### config.mk
export PLATFORM = sky130hd
export DESIGN_NAME = pcts_seq
export DESIGN_NICKNAME = d
export VERILOG_FILES = /design/src/shared/pcts_pkg.sv /design/src/rtl/pcts_tick.sv /design/src/rtl/pcts_seq.sv
export VERILOG_INCLUDE_DIRS = /design/src /design/src/shared
export SDC_FILE = /design/constraint.sdc
export NUM_CORES = 2
export LEC_CHECK = 0
export BUFFER_PORTS_ARGS = -buffer_cell sky130_fd_sc_hd__buf_2
export CORE_ASPECT_RATIO = 0.6
export CORE_UTILIZATION = 40
export DETAILED_ROUTE_END_ITERATION = 10
export GPL_ROUTABILITY_DRIVEN = 0
export PLACE_DENSITY = 0.57
export SYNTH_ARGS = -nofsm -noshare
export SYNTH_HDL_FRONTEND = slang
export SYNTH_SLANG_ARGS = --single-unit
### constraint.sdc
create_clock -name mclk -period 41.1 [get_ports mclk]
set_input_delay 6.165 -clock mclk [delete_from_list [all_inputs] [get_ports mclk]]
set_output_delay 6.165 -clock mclk [all_outputs]
set_load 0.02 [all_outputs]
### src/shared/pcts_cfg.svh
// Timing and field constants for the pulse current trigger sequencer.
// Assumes a 20 MHz mclk; all counts derive from that rate.
`ifndef PCTS_CFG_SVH
`define PCTS_CFG_SVH
`define PCTS_CLK_HZ          20000000
`define PCTS_TICK_US         10
`define PCTS_TICK_CYC        ((`PCTS_CLK_HZ / 1000000) * `PCTS_TICK_US)
`define PCTS_ITIME_MIN_TK    4
`define PCTS_ITIME_MAX_TK    83330
`define PCTS_DIG_WIN_US      33
`define PCTS_DIG_WIN_TK      ((`PCTS_DIG_WIN_US + `PCTS_TICK_US - 1) / `PCTS_TICK_US)
`define PCTS_DIG_SPACE_US    278
`define PCTS_DIG_SPACE_TK    (`PCTS_DIG_SPACE_US / `PCTS_TICK_US)
`define PCTS_DIG_CNT_MAX     5000
`define PCTS_AVG_CNT_MAX     100
`define PCTS_DELAY_MAX_TK    10000
`define PCTS_THR_MA_MAX      5000
`define PCTS_LTHR_STEP_MA    5
`define PCTS_LINT_STEP60_TK  1667
`define PCTS_LINT_STEP50_TK  2000
`define PCTS_LINT_MIN60_TK   85000
`define PCTS_LINT_MIN50_TK   84000
`define PCTS_LINT_MAX_TK     6000000
`define PCTS_TOUT_MIN_S      1
`define PCTS_TOUT_MAX_S      63
`define PCTS_TK_PER_S        100000
`define PCTS_AUTO_MIN_TK     8
`define PCTS_AUTO_MAX_TK     83300
`define PCTS_MEV_PTT_BIT     4
`endif

### src/shared/pcts_pkg.sv
// Types shared by the pulse current trigger sequencer files.
// Constants live in pcts_cfg.svh.
package pcts_pkg;
    typedef enum logic [1:0] {PCTS_MODE_HIGH = 2'b00, PCTS_MODE_LOW = 2'b01,
                              PCTS_MODE_AVG = 2'b10} pcts_mode_e;
    typedef enum logic [1:0] {PCTS_EDGE_RISE = 2'b00, PCTS_EDGE_FALL = 2'b01,
                              PCTS_EDGE_FREE = 2'b10} pcts_edge_e;
    typedef enum logic [3:0] {
        PCTS_ST_IDLE   = 4'b0000,
        PCTS_ST_ARM    = 4'b0001,
        PCTS_ST_DELAY  = 4'b0010,
        PCTS_ST_CONV   = 4'b0011,
        PCTS_ST_GAP    = 4'b0100,
        PCTS_ST_AUTO1  = 4'b0101,
        PCTS_ST_AUTO2  = 4'b0110,
        PCTS_ST_AUTO3  = 4'b0111,
        PCTS_ST_LWAIT  = 4'b1000,
        PCTS_ST_LINT   = 4'b1001,
        PCTS_ST_STOP   = 4'b1010
    } pcts_state_e;
endpackage

### src/rtl/pcts_tick.sv
// 10 us timebase strobe divided down from mclk.
// Assumes mclk runs at the rate given in pcts_cfg.svh.
`timescale 1ns/100ps
`default_nettype none
`include "pcts_cfg.svh"
module pcts_tick
#(
    parameter int DIV = `PCTS_TICK_CYC
)
(
    input  wire logic mclk,
    input  wire logic nrst,
    output logic      tick
);
    logic [15:0] cnt_q;
    wire         wrap = (cnt_q == 16'(DIV - 1));

    always_ff @(posedge mclk or negedge nrst)
        if (!nrst)
            cnt_q <= 16'h0000;
        else
            cnt_q <= wrap ? 16'h0000 : cnt_q + 16'h0001;

    always_ff @(posedge mclk or negedge nrst)
        if (!nrst)
            tick <= 1'b0;
        else
            tick <= wrap;
endmodule
`default_nettype wire

### src/rtl/pcts_seq.sv
// Pulse current trigger sequencer: detection, delay, windows, digitize, long integration.
// Assumes cur_ma comes from the converter front end on mclk; commands are one-cycle pulses on mclk.
`timescale 1ns/100ps
`default_nettype none
`include "pcts_cfg.svh"

// Operation
// - Each of high, low, average windows is settable from 40us to 0.8333s.
// - Auto setup times pulse high and low, derives three windows, 40us to 0.8333s.
// - Derived windows stay until another auto setup or manual write.
// - Synced conversion starts only after threshold crossing plus full trigger delay.
// - Sync off runs digitize bursts with a fixed 40us window.
// - Digitize aligns to rising edge (high, average) or falling edge (low), then delays.
// - Digitize burst length is the programmed count, 1 to 5000.
// - Digitize readings are spaced 270us apart.
// - Digitize raises no-pulse when no pulse is detected.
// - Detect threshold 0 to 5A in 1mA; pulses below it are ignored.
// - Threshold detection gates measurement with sync on or off.
// - Trigger delay 0 to 0.1s in 10us steps, rounded up.
// - Long integration up to 60s, minimum 0.85s at 60Hz, 0.84s at 50Hz.
// - Long time rounds down to 16.667ms or 20ms steps; readback shows rounded value.
// - Long auto setup times rising-to-rising period and keeps it.
// - Long start threshold 0 to 5A in 5mA steps.
// - Long start edge is rising, falling or free-run.
// - Free-run starts at once with no pulse search.
// - Rising or falling start flags no-pulse after a 1 to 63s timeout.
// - Search on keeps searching after timeout; off abandons at first timeout.
// - Synced averaging count is 1 to 100 pulses.
// - Pulse trigger timeout event flag sits at bit 4 of measurement events.
module pcts_seq
    import pcts_pkg::*;
#(
    parameter int TK_PER_S = `PCTS_TK_PER_S
)
(
    input  wire logic        mclk,
    input  wire logic        nrst,
    input  wire logic [12:0] cur_ma,
    input  wire logic        pulse_current_function,
    input  wire logic        long_integration_function,
    input  wire logic [1:0]  pc_mode,
    input  wire logic        trigger_sync_enable,
    input  wire logic [12:0] detect_threshold,
    input  wire logic [16:0] trig_delay_us,
    input  wire logic [12:0] read_count,
    input  wire logic        itime_wr,
    input  wire logic [1:0]  itime_sel,
    input  wire logic [16:0] itime_tk,
    input  wire logic        itime_auto,
    input  wire logic        line_50hz,
    input  wire logic        lint_wr,
    input  wire logic [22:0] lint_tk,
    input  wire logic        lint_auto,
    input  wire logic [12:0] lint_threshold,
    input  wire logic [1:0]  start_edge_select,
    input  wire logic [5:0]  timeout_s,
    input  wire logic        search_enable,
    input  wire logic        read_trig,
    input  wire logic        mev_clear,
    output logic             conv_start,
    output logic [16:0]      conv_window_tk,
    output logic             busy,
    output logic [16:0]      itime_high,
    output logic [16:0]      itime_low,
    output logic [16:0]      itime_avg,
    output logic [22:0]      lint_time,
    output logic             no_pulse,
    output logic [15:0]      meas_event
);
    logic tick;
    pcts_tick u_tick
    (
        .mclk (mclk),
        .nrst (nrst),
        .tick (tick)
    );

    function automatic logic [16:0] clamp_itime(input logic [16:0] v);
        if (v < 17'(`PCTS_ITIME_MIN_TK))
            return 17'(`PCTS_ITIME_MIN_TK);
        else if (v > 17'(`PCTS_ITIME_MAX_TK))
            return 17'(`PCTS_ITIME_MAX_TK);
        return v;
    endfunction

    function automatic logic [12:0] sat13(input logic [12:0] v, input logic [12:0] lim);
        return (v > lim) ? lim : v;
    endfunction

    pcts_state_e  st_q, st_d;
    logic [22:0]  tcnt_q;
    logic [22:0]  tout_q;
    logic [12:0]  rcnt_q;
    logic [16:0]  hi_q;
    logic         lint_auto_q;
    logic         auto_pc_q;
    logic         cur_hi_q;
    logic         search_q;
    logic         ptt_q;
    logic [16:0]  ih_q, il_q, ia_q;
    logic [22:0]  lt_q;

    // Threshold compare, saturated to the 5A full scale
    wire [12:0] thr_pc   = sat13(detect_threshold, 13'(`PCTS_THR_MA_MAX));
    wire [12:0] thr_li   = sat13(lint_threshold - (lint_threshold % 13'(`PCTS_LTHR_STEP_MA)),
                                 13'(`PCTS_THR_MA_MAX));
    wire        in_lint  = long_integration_function;
    wire [12:0] thr_act  = in_lint ? thr_li : thr_pc;
    wire        cur_hi   = (cur_ma >= thr_act) && (thr_act != 13'h0000 || cur_ma != 13'h0000);
    wire        rise     = cur_hi && !cur_hi_q;
    wire        fall     = !cur_hi && cur_hi_q;

    wire        want_fall = in_lint ? (start_edge_select == PCTS_EDGE_FALL)
                                    : (pc_mode == PCTS_MODE_LOW);
    wire        start_edge = want_fall ? fall : rise;
    wire        free_run   = in_lint && (start_edge_select == PCTS_EDGE_FREE);

    // Delay rounded up to whole 10us ticks
    wire [16:0] dly_cap  = (trig_delay_us > 17'(`PCTS_DELAY_MAX_TK * `PCTS_TICK_US))
                           ? 17'(`PCTS_DELAY_MAX_TK * `PCTS_TICK_US) : trig_delay_us;
    wire [22:0] dly_tk   = 23'((dly_cap + 17'(`PCTS_TICK_US - 1)) / 17'(`PCTS_TICK_US));

    wire [12:0] cnt_lim  = trigger_sync_enable ? 13'(`PCTS_AVG_CNT_MAX) : 13'(`PCTS_DIG_CNT_MAX);
    wire [12:0] cnt_sat  = sat13(read_count, cnt_lim);
    wire [12:0] cnt_eff  = (cnt_sat == 13'h0000) ? 13'h0001 : cnt_sat;

    wire [16:0] mode_win = (pc_mode == PCTS_MODE_HIGH) ? ih_q :
                           (pc_mode == PCTS_MODE_LOW)  ? il_q : ia_q;
    wire [16:0] win_tk   = trigger_sync_enable ? mode_win : 17'(`PCTS_DIG_WIN_TK);
    wire [22:0] gap_tk   = trigger_sync_enable ? 23'h000001
                           : 23'(`PCTS_DIG_SPACE_TK - `PCTS_DIG_WIN_TK);
    wire [22:0] tout_tk  = 23'(((timeout_s < 6'(`PCTS_TOUT_MIN_S)) ? 6'(`PCTS_TOUT_MIN_S) : timeout_s))
                           * 23'(TK_PER_S);

    wire [22:0] step_tk  = line_50hz ? 23'(`PCTS_LINT_STEP50_TK) : 23'(`PCTS_LINT_STEP60_TK);
    wire [22:0] lmin_tk  = line_50hz ? 23'(`PCTS_LINT_MIN50_TK) : 23'(`PCTS_LINT_MIN60_TK);
    wire [22:0] lcap     = (lint_tk > 23'(`PCTS_LINT_MAX_TK)) ? 23'(`PCTS_LINT_MAX_TK) : lint_tk;
    wire [22:0] lstep    = lcap - (lcap % step_tk);
    wire [22:0] lset     = (lstep < lmin_tk) ? lmin_tk : lstep;
    wire [22:0] lauto    = (tcnt_q < lmin_tk) ? lmin_tk
                           : ((tcnt_q > 23'(`PCTS_LINT_MAX_TK)) ? 23'(`PCTS_LINT_MAX_TK)
                           : tcnt_q - (tcnt_q % step_tk));

    wire        t_done   = tick && (tcnt_q <= 23'h000001);
    wire        t_out    = tick && (tout_q == 23'h000001);
    wire        go       = read_trig && (pulse_current_function || in_lint);
    wire        ptt_set  = t_out && (st_q == PCTS_ST_ARM || st_q == PCTS_ST_LWAIT
                           || st_q == PCTS_ST_AUTO1);

    always_comb
    begin
        st_d = st_q;
        unique case (st_q)
            PCTS_ST_IDLE:
                if (itime_auto && pulse_current_function)
                    st_d = PCTS_ST_AUTO1;
                else if (lint_auto && in_lint)
                    st_d = PCTS_ST_AUTO1;
                else if (go && free_run)
                    st_d = PCTS_ST_LINT;
                else if (go)
                    st_d = in_lint ? PCTS_ST_LWAIT : PCTS_ST_ARM;
            PCTS_ST_ARM:
                if (start_edge)
                    st_d = PCTS_ST_DELAY;
                else if (t_out)
                    st_d = PCTS_ST_STOP;
            PCTS_ST_DELAY:
                if (t_done)
                    st_d = PCTS_ST_CONV;
            PCTS_ST_CONV:
                if (t_done)
                    st_d = (rcnt_q <= 13'h0001) ? PCTS_ST_IDLE : PCTS_ST_GAP;
            PCTS_ST_GAP:
                if (t_done)
                    st_d = trigger_sync_enable ? PCTS_ST_ARM : PCTS_ST_CONV;
            PCTS_ST_AUTO1:
                if (rise)
                    st_d = PCTS_ST_AUTO2;
                else if (t_out)
                    st_d = PCTS_ST_STOP;
            PCTS_ST_AUTO2:
                if (fall && !lint_auto_q)
                    st_d = PCTS_ST_AUTO3;
                else if (rise && lint_auto_q)
                    st_d = PCTS_ST_IDLE;
            PCTS_ST_AUTO3:
                if (rise)
                    st_d = PCTS_ST_IDLE;
            PCTS_ST_LWAIT:
                if (start_edge)
                    st_d = PCTS_ST_LINT;
                else if (t_out && !search_q)
                    st_d = PCTS_ST_STOP;
            PCTS_ST_LINT:
                if (t_done)
                    st_d = PCTS_ST_IDLE;
            PCTS_ST_STOP:
                if (go)
                    st_d = in_lint ? PCTS_ST_LWAIT : PCTS_ST_ARM;
                else if (search_enable && !search_q && in_lint)
                    st_d = PCTS_ST_LWAIT;
                else if (!go)
                    st_d = PCTS_ST_IDLE;
            default:
                st_d = PCTS_ST_IDLE;
        endcase
    end

    wire enter = (st_d != st_q);

    always_ff @(posedge mclk or negedge nrst)
        if (!nrst)
        begin
            st_q     <= PCTS_ST_IDLE;
            cur_hi_q <= 1'b0;
            search_q <= 1'b0;
        end
        else
        begin
            st_q     <= st_d;
            cur_hi_q <= cur_hi;
            search_q <= search_enable;
        end

    // Phase timer, reloaded on state entry, counted on the 10us strobe
    always_ff @(posedge mclk or negedge nrst)
        if (!nrst)
            tcnt_q <= 23'h000000;
        else if (enter && st_d == PCTS_ST_DELAY)
            tcnt_q <= dly_tk + 23'h000001;
        else if (enter && st_d == PCTS_ST_CONV)
            tcnt_q <= 23'(win_tk);
        else if (enter && st_d == PCTS_ST_GAP)
            tcnt_q <= gap_tk;
        else if (enter && st_d == PCTS_ST_LINT)
            tcnt_q <= lt_q;
        else if (enter && st_d == PCTS_ST_AUTO2)
            tcnt_q <= 23'h000000;
        else if (st_q == PCTS_ST_AUTO2 || st_q == PCTS_ST_AUTO3)
            tcnt_q <= tick ? tcnt_q + 23'h000001 : tcnt_q;
        else if (tick && tcnt_q != 23'h000000)
            tcnt_q <= tcnt_q - 23'h000001;

    // Search timeout rearms while waiting, so a kept search retries
    always_ff @(posedge mclk or negedge nrst)
        if (!nrst)
            tout_q <= 23'h000000;
        else if (enter || t_out)
            tout_q <= tout_tk;
        else if (tick && tout_q != 23'h000000)
            tout_q <= tout_q - 23'h000001;

    always_ff @(posedge mclk or negedge nrst)
        if (!nrst)
        begin
            rcnt_q      <= 13'h0000;
            lint_auto_q <= 1'b0;
            auto_pc_q   <= 1'b0;
            hi_q        <= 17'h00000;
        end
        else
        begin
            if (st_q == PCTS_ST_IDLE && (go || enter))
                rcnt_q <= cnt_eff;
            else if (st_q == PCTS_ST_CONV && t_done)
                rcnt_q <= rcnt_q - 13'h0001;
            if (st_q == PCTS_ST_IDLE && enter)
            begin
                lint_auto_q <= lint_auto && in_lint;
                auto_pc_q   <= itime_auto && pulse_current_function;
            end
            if (st_q == PCTS_ST_AUTO2 && st_d == PCTS_ST_AUTO3)
                hi_q <= tcnt_q[16:0];
        end

    wire auto_pc_done = (st_q == PCTS_ST_AUTO3) && rise && auto_pc_q;
    wire [16:0] lo_tk = tcnt_q[16:0] - hi_q;

    // Windows: manual write or auto result, kept otherwise
    always_ff @(posedge mclk or negedge nrst)
        if (!nrst)
        begin
            ih_q <= 17'(`PCTS_ITIME_MIN_TK);
            il_q <= 17'(`PCTS_ITIME_MIN_TK);
            ia_q <= 17'(`PCTS_ITIME_MIN_TK);
            lt_q <= 23'(`PCTS_LINT_MIN60_TK);
        end
        else
        begin
            if (auto_pc_done)
            begin
                ih_q <= clamp_itime(hi_q >> 1);
                il_q <= clamp_itime(lo_tk >> 1);
                ia_q <= clamp_itime(tcnt_q[16:0]);
            end
            else if (itime_wr)
            begin
                if (itime_sel == PCTS_MODE_HIGH)
                    ih_q <= clamp_itime(itime_tk);
                if (itime_sel == PCTS_MODE_LOW)
                    il_q <= clamp_itime(itime_tk);
                if (itime_sel == PCTS_MODE_AVG)
                    ia_q <= clamp_itime(itime_tk);
            end
            if (st_q == PCTS_ST_AUTO2 && rise && lint_auto_q)
                lt_q <= lauto;
            else if (lint_wr)
                lt_q <= lset;
        end

    // Timeout flag: a new timeout wins over a clear in the same cycle
    always_ff @(posedge mclk or negedge nrst)
        if (!nrst)
            ptt_q <= 1'b0;
        else if (ptt_set)
            ptt_q <= 1'b1;
        else if (mev_clear || (st_q != st_d && st_d == PCTS_ST_CONV))
            ptt_q <= 1'b0;

    always_ff @(posedge mclk or negedge nrst)
        if (!nrst)
        begin
            conv_start     <= 1'b0;
            conv_window_tk <= 17'h00000;
            busy           <= 1'b0;
            itime_high     <= 17'h00000;
            itime_low      <= 17'h00000;
            itime_avg      <= 17'h00000;
            lint_time      <= 23'h000000;
            no_pulse       <= 1'b0;
            meas_event     <= 16'h0000;
        end
        else
        begin
            conv_start     <= enter && (st_d == PCTS_ST_CONV || st_d == PCTS_ST_LINT);
            conv_window_tk <= win_tk;
            busy           <= (st_q != PCTS_ST_IDLE) && (st_q != PCTS_ST_STOP);
            itime_high     <= ih_q;
            itime_low      <= il_q;
            itime_avg      <= ia_q;
            lint_time      <= lt_q;
            no_pulse       <= ptt_q;
            meas_event     <= 16'(ptt_q) << `PCTS_MEV_PTT_BIT;
        end

    // Checks
    int unsigned gap_cnt_q;
    always_ff @(posedge mclk or negedge nrst)
        if (!nrst)
            gap_cnt_q <= 0;
        else if (st_q == PCTS_ST_DELAY)
            gap_cnt_q <= tick ? gap_cnt_q + 1 : gap_cnt_q;
        else
            gap_cnt_q <= 0;

    property p_delay_full;
        @(posedge mclk) disable iff (!nrst)
        (st_q == PCTS_ST_DELAY && st_d == PCTS_ST_CONV) |-> (gap_cnt_q >= 32'(dly_tk));
    endproperty
    a_delay_full: assert property (p_delay_full) else $error("conversion before delay elapsed");

    property p_arm_edge;
        @(posedge mclk) disable iff (!nrst)
        (st_q == PCTS_ST_ARM && st_d == PCTS_ST_DELAY) |-> start_edge;
    endproperty
    a_arm_edge: assert property (p_arm_edge) else $error("delay entered without detect edge");

    property p_dig_win;
        @(posedge mclk) disable iff (!nrst)
        (enter && st_d == PCTS_ST_CONV && !trigger_sync_enable) |=> (tcnt_q == 23'(`PCTS_DIG_WIN_TK));
    endproperty
    a_dig_win: assert property (p_dig_win) else $error("digitize window wrong");

    property p_dig_gap;
        @(posedge mclk) disable iff (!nrst)
        (enter && st_d == PCTS_ST_GAP && !trigger_sync_enable)
            |=> (tcnt_q == 23'(`PCTS_DIG_SPACE_TK - `PCTS_DIG_WIN_TK));
    endproperty
    a_dig_gap: assert property (p_dig_gap) else $error("digitize spacing wrong");

    property p_ptt_out;
        @(posedge mclk) disable iff (!nrst)
        ptt_set |=> ##1 (no_pulse && meas_event[`PCTS_MEV_PTT_BIT]);
    endproperty
    a_ptt_out: assert property (p_ptt_out) else $error("timeout flag not shown");

    property p_free_run;
        @(posedge mclk) disable iff (!nrst)
        (st_q == PCTS_ST_IDLE && go && free_run && !lint_auto) |=> (st_q == PCTS_ST_LINT);
    endproperty
    a_free_run: assert property (p_free_run) else $error("free run did not start at once");

    property p_search_kept;
        @(posedge mclk) disable iff (!nrst)
        (st_q == PCTS_ST_LWAIT && t_out && search_q && !start_edge) |=> (st_q == PCTS_ST_LWAIT);
    endproperty
    a_search_kept: assert property (p_search_kept) else $error("search dropped while enabled");

    property p_lint_step;
        @(posedge mclk) disable iff (!nrst)
        lint_wr && !(st_q == PCTS_ST_AUTO2 && rise && lint_auto_q)
            |=> (lt_q % step_tk == 0 || lt_q == lmin_tk) && lt_q >= lmin_tk;
    endproperty
    a_lint_step: assert property (p_lint_step) else $error("long time not on a step");

    property p_itime_range;
        @(posedge mclk) disable iff (!nrst)
        ih_q >= 17'(`PCTS_ITIME_MIN_TK) && ih_q <= 17'(`PCTS_ITIME_MAX_TK);
    endproperty
    a_itime_range: assert property (p_itime_range) else $error("high window out of range");

    c_dig_burst: cover property (@(posedge mclk) disable iff (!nrst)
        st_q == PCTS_ST_GAP && !trigger_sync_enable ##1 st_q == PCTS_ST_CONV);
    c_sync_conv: cover property (@(posedge mclk) disable iff (!nrst)
        st_q == PCTS_ST_DELAY ##1 st_q == PCTS_ST_CONV);
    c_timeout: cover property (@(posedge mclk) disable iff (!nrst) ptt_set);
    c_auto: cover property (@(posedge mclk) disable iff (!nrst) auto_pc_done);
endmodule
`default_nettype wire

==> After elaboration in Yosys (flattened, before gate mapping) <==
Cells that the tools add are included.
Widths: inputs -> output; s select.
{ "totals": {"regBits": 270, "input_bits": 134, "out_inout_bits": 110, "word_cells": 258} }
{ "classes": {"n_addsub": 11, "multipliers": 1, "div": 4, "n_lt_le_gt_ge": 20, "eq_ne": 27, "mux": 102, "reduce_logical": 69} }
{ "ops": {"columns": ["operator", "count"], "rows": [
  ["$mux 17", 27],
  ["$mux 23", 16],
  ["$mux 13", 8],
  ["$mux 4", 19],
  ["$gt 17x17->1 const B", 3],
  ["$add 23x1->23 const B", 2],
  ["$gt 23x23->1 const B", 2],
  ["$lt 23x17->1", 2],
  ["$mod 23x23->23", 2],
  ["$reduce_bool 23->1", 2],
  ["$sub 23x1->23 const B", 2],
  ["$sub 23x23->23", 2],
  ["$pmux 4 s11", 1],
  ["$gt 16x17->1 const B", 2],
  ["$logic_and 1x1->1", 34],
  ["$lt 17x3->1 const B", 2],
  ["$lt 16x3->1 const B", 2],
  ["$eq 4x3->1 const B", 7],
  ["$gt 13x13->1 const B", 2],
  ["$reduce_bool 13->1", 2],
  ["$mux 1", 24],
  ["$div 23x4->23 const B", 1],
  ["$eq 23x1->1 const B", 1],
  ["$le 23x1->1 const B", 1],
  ["36 further kinds", 68]
]} }

==> Depth between registers and ports, before layout <==
{ "depth": {"word_depth": 20, "mapped_depth": 171, "mapped_depth_nobuf": 157} }

==> Cells and area by module <==
From an unflattened synthesis, not the netlist that was laid out.
{ "hier_totals": {"cells_unflattened": 5127, "hier_area_um2": 39759.4} }
{ "modules_own_cells": {"columns": ["mod", "n_inst", "cells_per_inst", "area_per_inst_um2", "seq_area_each_um2"], "rows": [
  ["pcts_seq", 1, 5057, 38964.9, 6341.1],
  ["pcts_tick", 1, 70, 794.5, 425.4]
]} }

==> Least setup slack after synthesis <==
OpenSTA, ideal clock, no wires.
{ "synth_path": {"path_type": "input to register", "startpoint": "input line_50hz", "endpoint": "register lt_q[22]", "setup_ps": 82, "t_arrival_ps": 40488, "required_ps": 41018, "slack_ps": 531, "cell_stages": 163, "path_buffers": 15, "path_cell_list": "clkbuf_1 clkinv_1 ha_1 o21a_1 nor2_1 a21oi_2 o211ai_1 o21ai_0 ha_1 o21a_1 nor2_1 a31o_2 a2111oi_4 a21oi_2 or3_1 xnor2_1 inv_1 ha_1 (+127 left out) a21o_1 a21o_1 a21o_1 a21o_1 nand2_1 nand2_1 a21o_1 a21o_1 a21o_1 a21o_1 a21o_1 a21o_1 a21oi_1 xnor2_1 xnor2_1 xnor2_1 nand2_1 a31oi_1"} }
{ "synth_between": {"elab_chain_len": 7, "word_cells_on_any_way": 13, "cone_classes": "add/sub (2); div (2); order compare (2); mux (7)"} }
{ "synth_rtl": {"columns": ["element", "line_no", "rtl"], "rows": [
  ["from (decl)", "pcts_seq.sv:50", "input wire logic line_50hz,"],
  ["$mux 9", "pcts_seq.sv:135", "wire [22:0] step_tk = line_50hz ? 23'(`PCTS_LINT_STEP50_TK) : 23'(`PCTS_LINT_STEP60_TK);"],
  ["$mod 23x23->23", "pcts_seq.sv:138", "wire [22:0] lstep = lcap - (lcap % step_tk);"],
  ["$sub 23x23->23", "pcts_seq.sv:138", null],
  ["$lt 23x17->1", "pcts_seq.sv:139", "wire [22:0] lset = (lstep < lmin_tk) ? lmin_tk : lstep;"],
  ["$mux 23", "pcts_seq.sv:139", null],
  ["$mux 23", "pcts_seq.sv:308", "else if (lint_wr)"],
  ["$mux 23 (*)", "pcts_seq.sv:306", "if (st_q == PCTS_ST_AUTO2 && rise && lint_auto_q)"],
  ["to (signal assigned)", "pcts_seq.sv:287", "lt_q <= 23'(`PCTS_LINT_MIN60_TK);"],
  ["to (signal assigned)", "pcts_seq.sv:307", "lt_q <= lauto;"],
  ["to (signal assigned)", "pcts_seq.sv:309", "lt_q <= lset;"],
  ["to (decl)", "pcts_seq.sv:101", "logic [22:0] lt_q;"]
]} }
Every way passes the cells marked *; elsewhere a longest branch is shown, timed or not. The select of a mux whose other input is x is not followed.
A chain may end at the register's enable or synchronous reset.

==> Worst setup path in the final report <==
{ "layout_path": {"startpoint": "input lint_tk[22]", "endpoint": "register lt_q[5]"} }
{ "layout_between": {"elab_chain_len": 8} }
{ "layout_rtl": {"columns": ["element", "line_no", "rtl"], "rows": [
  ["from (decl)", "pcts_seq.sv:52", "input wire logic [22:0] lint_tk,"],
  ["$gt 23x23->1", "pcts_seq.sv:137", "wire [22:0] lcap = (lint_tk > 23'(`PCTS_LINT_MAX_TK)) ? 23'(`PCTS_LINT_MAX_TK) : lint_tk;"],
  ["$mux 23 (*)", "pcts_seq.sv:137", null],
  ["$mod 23x23->23", "pcts_seq.sv:138", null],
  ["$sub 23x23->23 (*)", "pcts_seq.sv:138", null],
  ["$lt 23x17->1", "pcts_seq.sv:139", null],
  ["$mux 23 (*)", "pcts_seq.sv:139", null],
  ["$mux 23 (*)", "pcts_seq.sv:308", null],
  ["$mux 23 (*)", "pcts_seq.sv:306", null]
]} }
Marked as above.

==> results.txt <==
----------------------------------------------------
[Final layout]
  Relative area change from synthesis to final layout ... 10.9%
  Leading cell types in the layout, fill and taps excluded ... 481 x nor2_1, 408 x nand2_1, 314 x a21oi_1
  Share of post-route cells with drive strength above 1 ... 13.7%
  Number of nets at the end of the flow ... 5,750
  Leading cell type in the layout, fill and taps excluded ... nor2_1
  Post-route non-filler standard cell count ... 6,659
  Finished layout cell area ... 43,300 um2

[Clocking]
  Clk sink count ... 270
  Root Driver ... clkbuf_16
  H-Tree Depth ... 1
  CTS clock-pin slew for the worst setup and hold paths ... 0.07 ns
  Maximum clock path buffer count ... 3
  Clock insertion delay at the later pin of the skew report ... 0.59 ns
  Number of hold buffers added after CTS ... 0
  Clock tree from TritonCTS ... built
  Number of CTS-inserted buffers ... 31

[Route]
  Sum of routed wire length over all layers ... 141 mm
  Iteration-0 DRC count of the detailed router ... 4,778
  Post-route ant nets ... 0
  Via density ... 6.20
  Post-detailed-route DRC marker count ... 0
  First-pass DRT Iterations ... 6
  Drt wl/cell ... 21.1 um
  Vias after detailed routing ... 41.3k

[Yosys]
  FF+latch count, synth ... 270
  Post-synthesis sequential area ratio ... 17.3%
  Distinct cell type count of the synthesized netlist ... 144
  Number of instances in the synthesized netlist ... 5,142
  Post-Synthesis Mean Instance Area ... 7.60 um2
  FFs w/ async S/R, synth ... 100%
  Post-Syn Area ... 39,100 um2
  Predominant post-synthesis flop cell ... dfrtp_1
  Number of flops mapped to enable cells by yosys ... 0
  Synthesis Warnings ... 0

[Worst setup path]
  Crit Path Category ... in -> reg
  Cell seen most often among critical-path stages ... ha_1
  Crit-path leading delay family ... simple AND/OR/NAND/NOR gates
  Crit path launch type ... primary input
  Data arrival, critical path ... 39.92 ns
  Slowest stage delay, CP ... 0.55 ns
  Required time at the worst-slack endpoint ... 41.59 ns
  Crit path max-delay cell type ... or4_1
  Endpoint kind of the worst setup timing path ... flop
  Maximum fanout encountered on the critical timing path ... 16
  Buffers and inverters on the worst path ... 10

[Timing]
  Achievable clock frequency ... 0.0254 GHz
  Number of max-slew violations in the final report ... 0
  Clock skew after layout ... 0.0130 ns
  Final hold viol count ... 0
  Transition time at the pin with the least slew margin ... 1.23 ns
  Slew headroom ... 17.7%
  Period utilization ... 95.9%
  Final-report setup violation count ... 0
  Final period demand of the worst path ... 39.43 ns

[Global route]
  Wire length of the first global-routing pass ... 216 mm
  Global-route total usage across every layer ... 27.0%
  Number of antenna violations at the first check in global routing ... 4
  Via count of the first global-routing pass ... 36.5k
  Largest net degree at the start of global routing ... 143
  GR Overflow Total ... 0

[Run]
  Max cap viols ... 0

[Place]
  Instance count after placement with tap cells included ... 6,588
  Half-perimeter wire length after placement ... 112 mm
  Cell Area, Placed ... 41,800 um2
  Number of buffer cells added on primary ports ... 228

[Status]
  Status ... finished, final reports clean

[Floorplan]
  Placeable core region ... 96,500 um2
  Die outline area ... 98,900 um2
  Top-Level Pins ... 244
  Initial core utilization ... 40.5%
  Number of placement rows ... 88
  Height of the die ... 244 um
  Die boundary width ... 405 um

[Hold path]
  Class of the tightest hold or removal check ... reg -> reg

----------------------------------------------------
## timing repair
action	in CTS	in global routing
resized for setup	0	71
endpoints found under the setup margin	0	23
buffers inserted	0	10
## cell usage after synthesis, drive strengths merged (30+ instances only)
cell type    n  share of area, %
a211oi      81               1.6
a21boi      34              0.67
a21o        87               1.7
a21oi      330               4.4
a22oi       42              0.81
a31oi       68               1.1
and2        77               1.2
and3        67               1.1
buf         72               1.0
clkbuf     136               1.3
dfrtp      262                17
ha         280               9.0
inv        212               2.0
mux2        55               1.6
mux2i       94               2.4
nand2      414               4.0
nand2b      76               1.2
nand3      164               2.1
nand4       56              0.91
nor2       490               4.7
nor2b       61              0.98
nor3       200               2.7
nor3b       31              0.60
nor4        83               1.5
o2111ai     30              0.70
o211ai      65               1.3
o21a        66               1.3
o21ai      336               4.4
o21bai      33              0.63
o31ai       58               1.2
or2         78               1.2
or3         68               1.1
or4         39              0.81
xnor2      295               6.7
xor2       123               2.8
## worst register-to-register path: cells and delay by family, from the launching register on
kind            cells  cell delay [ns]
mux                 4             0.99
compound gates     73            16.37
fa+ha+maj          14             4.50
xor+xnor            8             1.61
buf+inv             8             1.15
flops               1             0.35
simple gates       43             8.91
## final timing paths
check / startpoint / to / slack (ns) / cells past startpoint
max: lint_tk[22] / lt_q[5] / 1.67 / 153
min reg2reg: il_q[3] / itime_low[3] / 0.41 / 0
min in group asynchronous: nrst / tout_q[9] / 5.67 / 1
min: il_q[3] / itime_low[3] / 0.41 / 0
max reg2reg: tcnt_q[12] / lt_q[22] / 7.18 / 150
max in group asynchronous: nrst / u_tick.cnt_q[9] / 34.12 / 2
## sequential cells by signal, indices dropped and copies added, names as in the netlist, 4 cells and up
name,cells
il_q,17
itime_avg,17
tcnt_q,23
ih_q,17
ia_q,17
lint_time,23
rcnt_q,13
lt_q,23
conv_window_tk,17
u_tick.cnt_q,16
itime_high,17
tout_q,23
st_q,4
hi_q,17
itime_low,17
## logic make-up (layout without fill, tap and decap cells)
group / after synthesis / count (layout) / share of synthesized area (%)
buf+inv: 422 / 616 / 4.41
xor+xnor: 419 / 419 / 9.47
simple gates: 1986 / 1986 / 26.1
mux: 149 / 149 / 4.07
other cells: 1 / 18 / 0.00960
compound gates: 1599 / 1600 / 29.0
flops: 270 / 270 / 17.3
fa+ha+maj: 296 / 296 / 9.61
## per-stage QoR
| stage | hold WS (ns) | setup TNS, ns | worst slack [ns] | util, % |
|---|---|---|---|---|
| 3_5_place_dp | 0.398 | -5.95 | -0.472 | 43.4 |
| 4_1_cts | 0.412 | 0 | 0.0289 | 44.5 |
| 6_report | 0.407 | 0 | 1.67 | 44.9 |
| 5_1_grt | 0.421 | -0.892 | -0.115 | 44.9 |
| 2_1_floorplan | 0.346 | 0 | 0.531 | - |
| 3_3_place_gp | 0.388 | 0 | 0.141 | 43.4 |
## layout make-up
cell class,count,area (um2)
clock inverters,15,186
flip-flops and latches,270,6770
diodes,3,7.51
fillers,9833,53100
inverters,214,806
multi-input cells,4465,31000
clock buffers,42,887
repair buffers,345,2050
well taps,1305,1630
## layer usage
| metal | global-route usage, % | vias to the layer above | part of all wire, % |
|---|---|---|---|
| li1 | - | 19700 | - |
| met1 | 44.3 | 19600 | 51 |
| met2 | 36.3 | 1884 | 38 |
| met3 | 4.38 | 120 | 9.7 |
| met4 | 3.44 | 2 | 1.3 |
| met5 | 0 | - | 0.0085 |
Power is left out: the tool's default activity adds up to more than one toggle a clock period on the data nets, which glitch-free logic cannot reach.
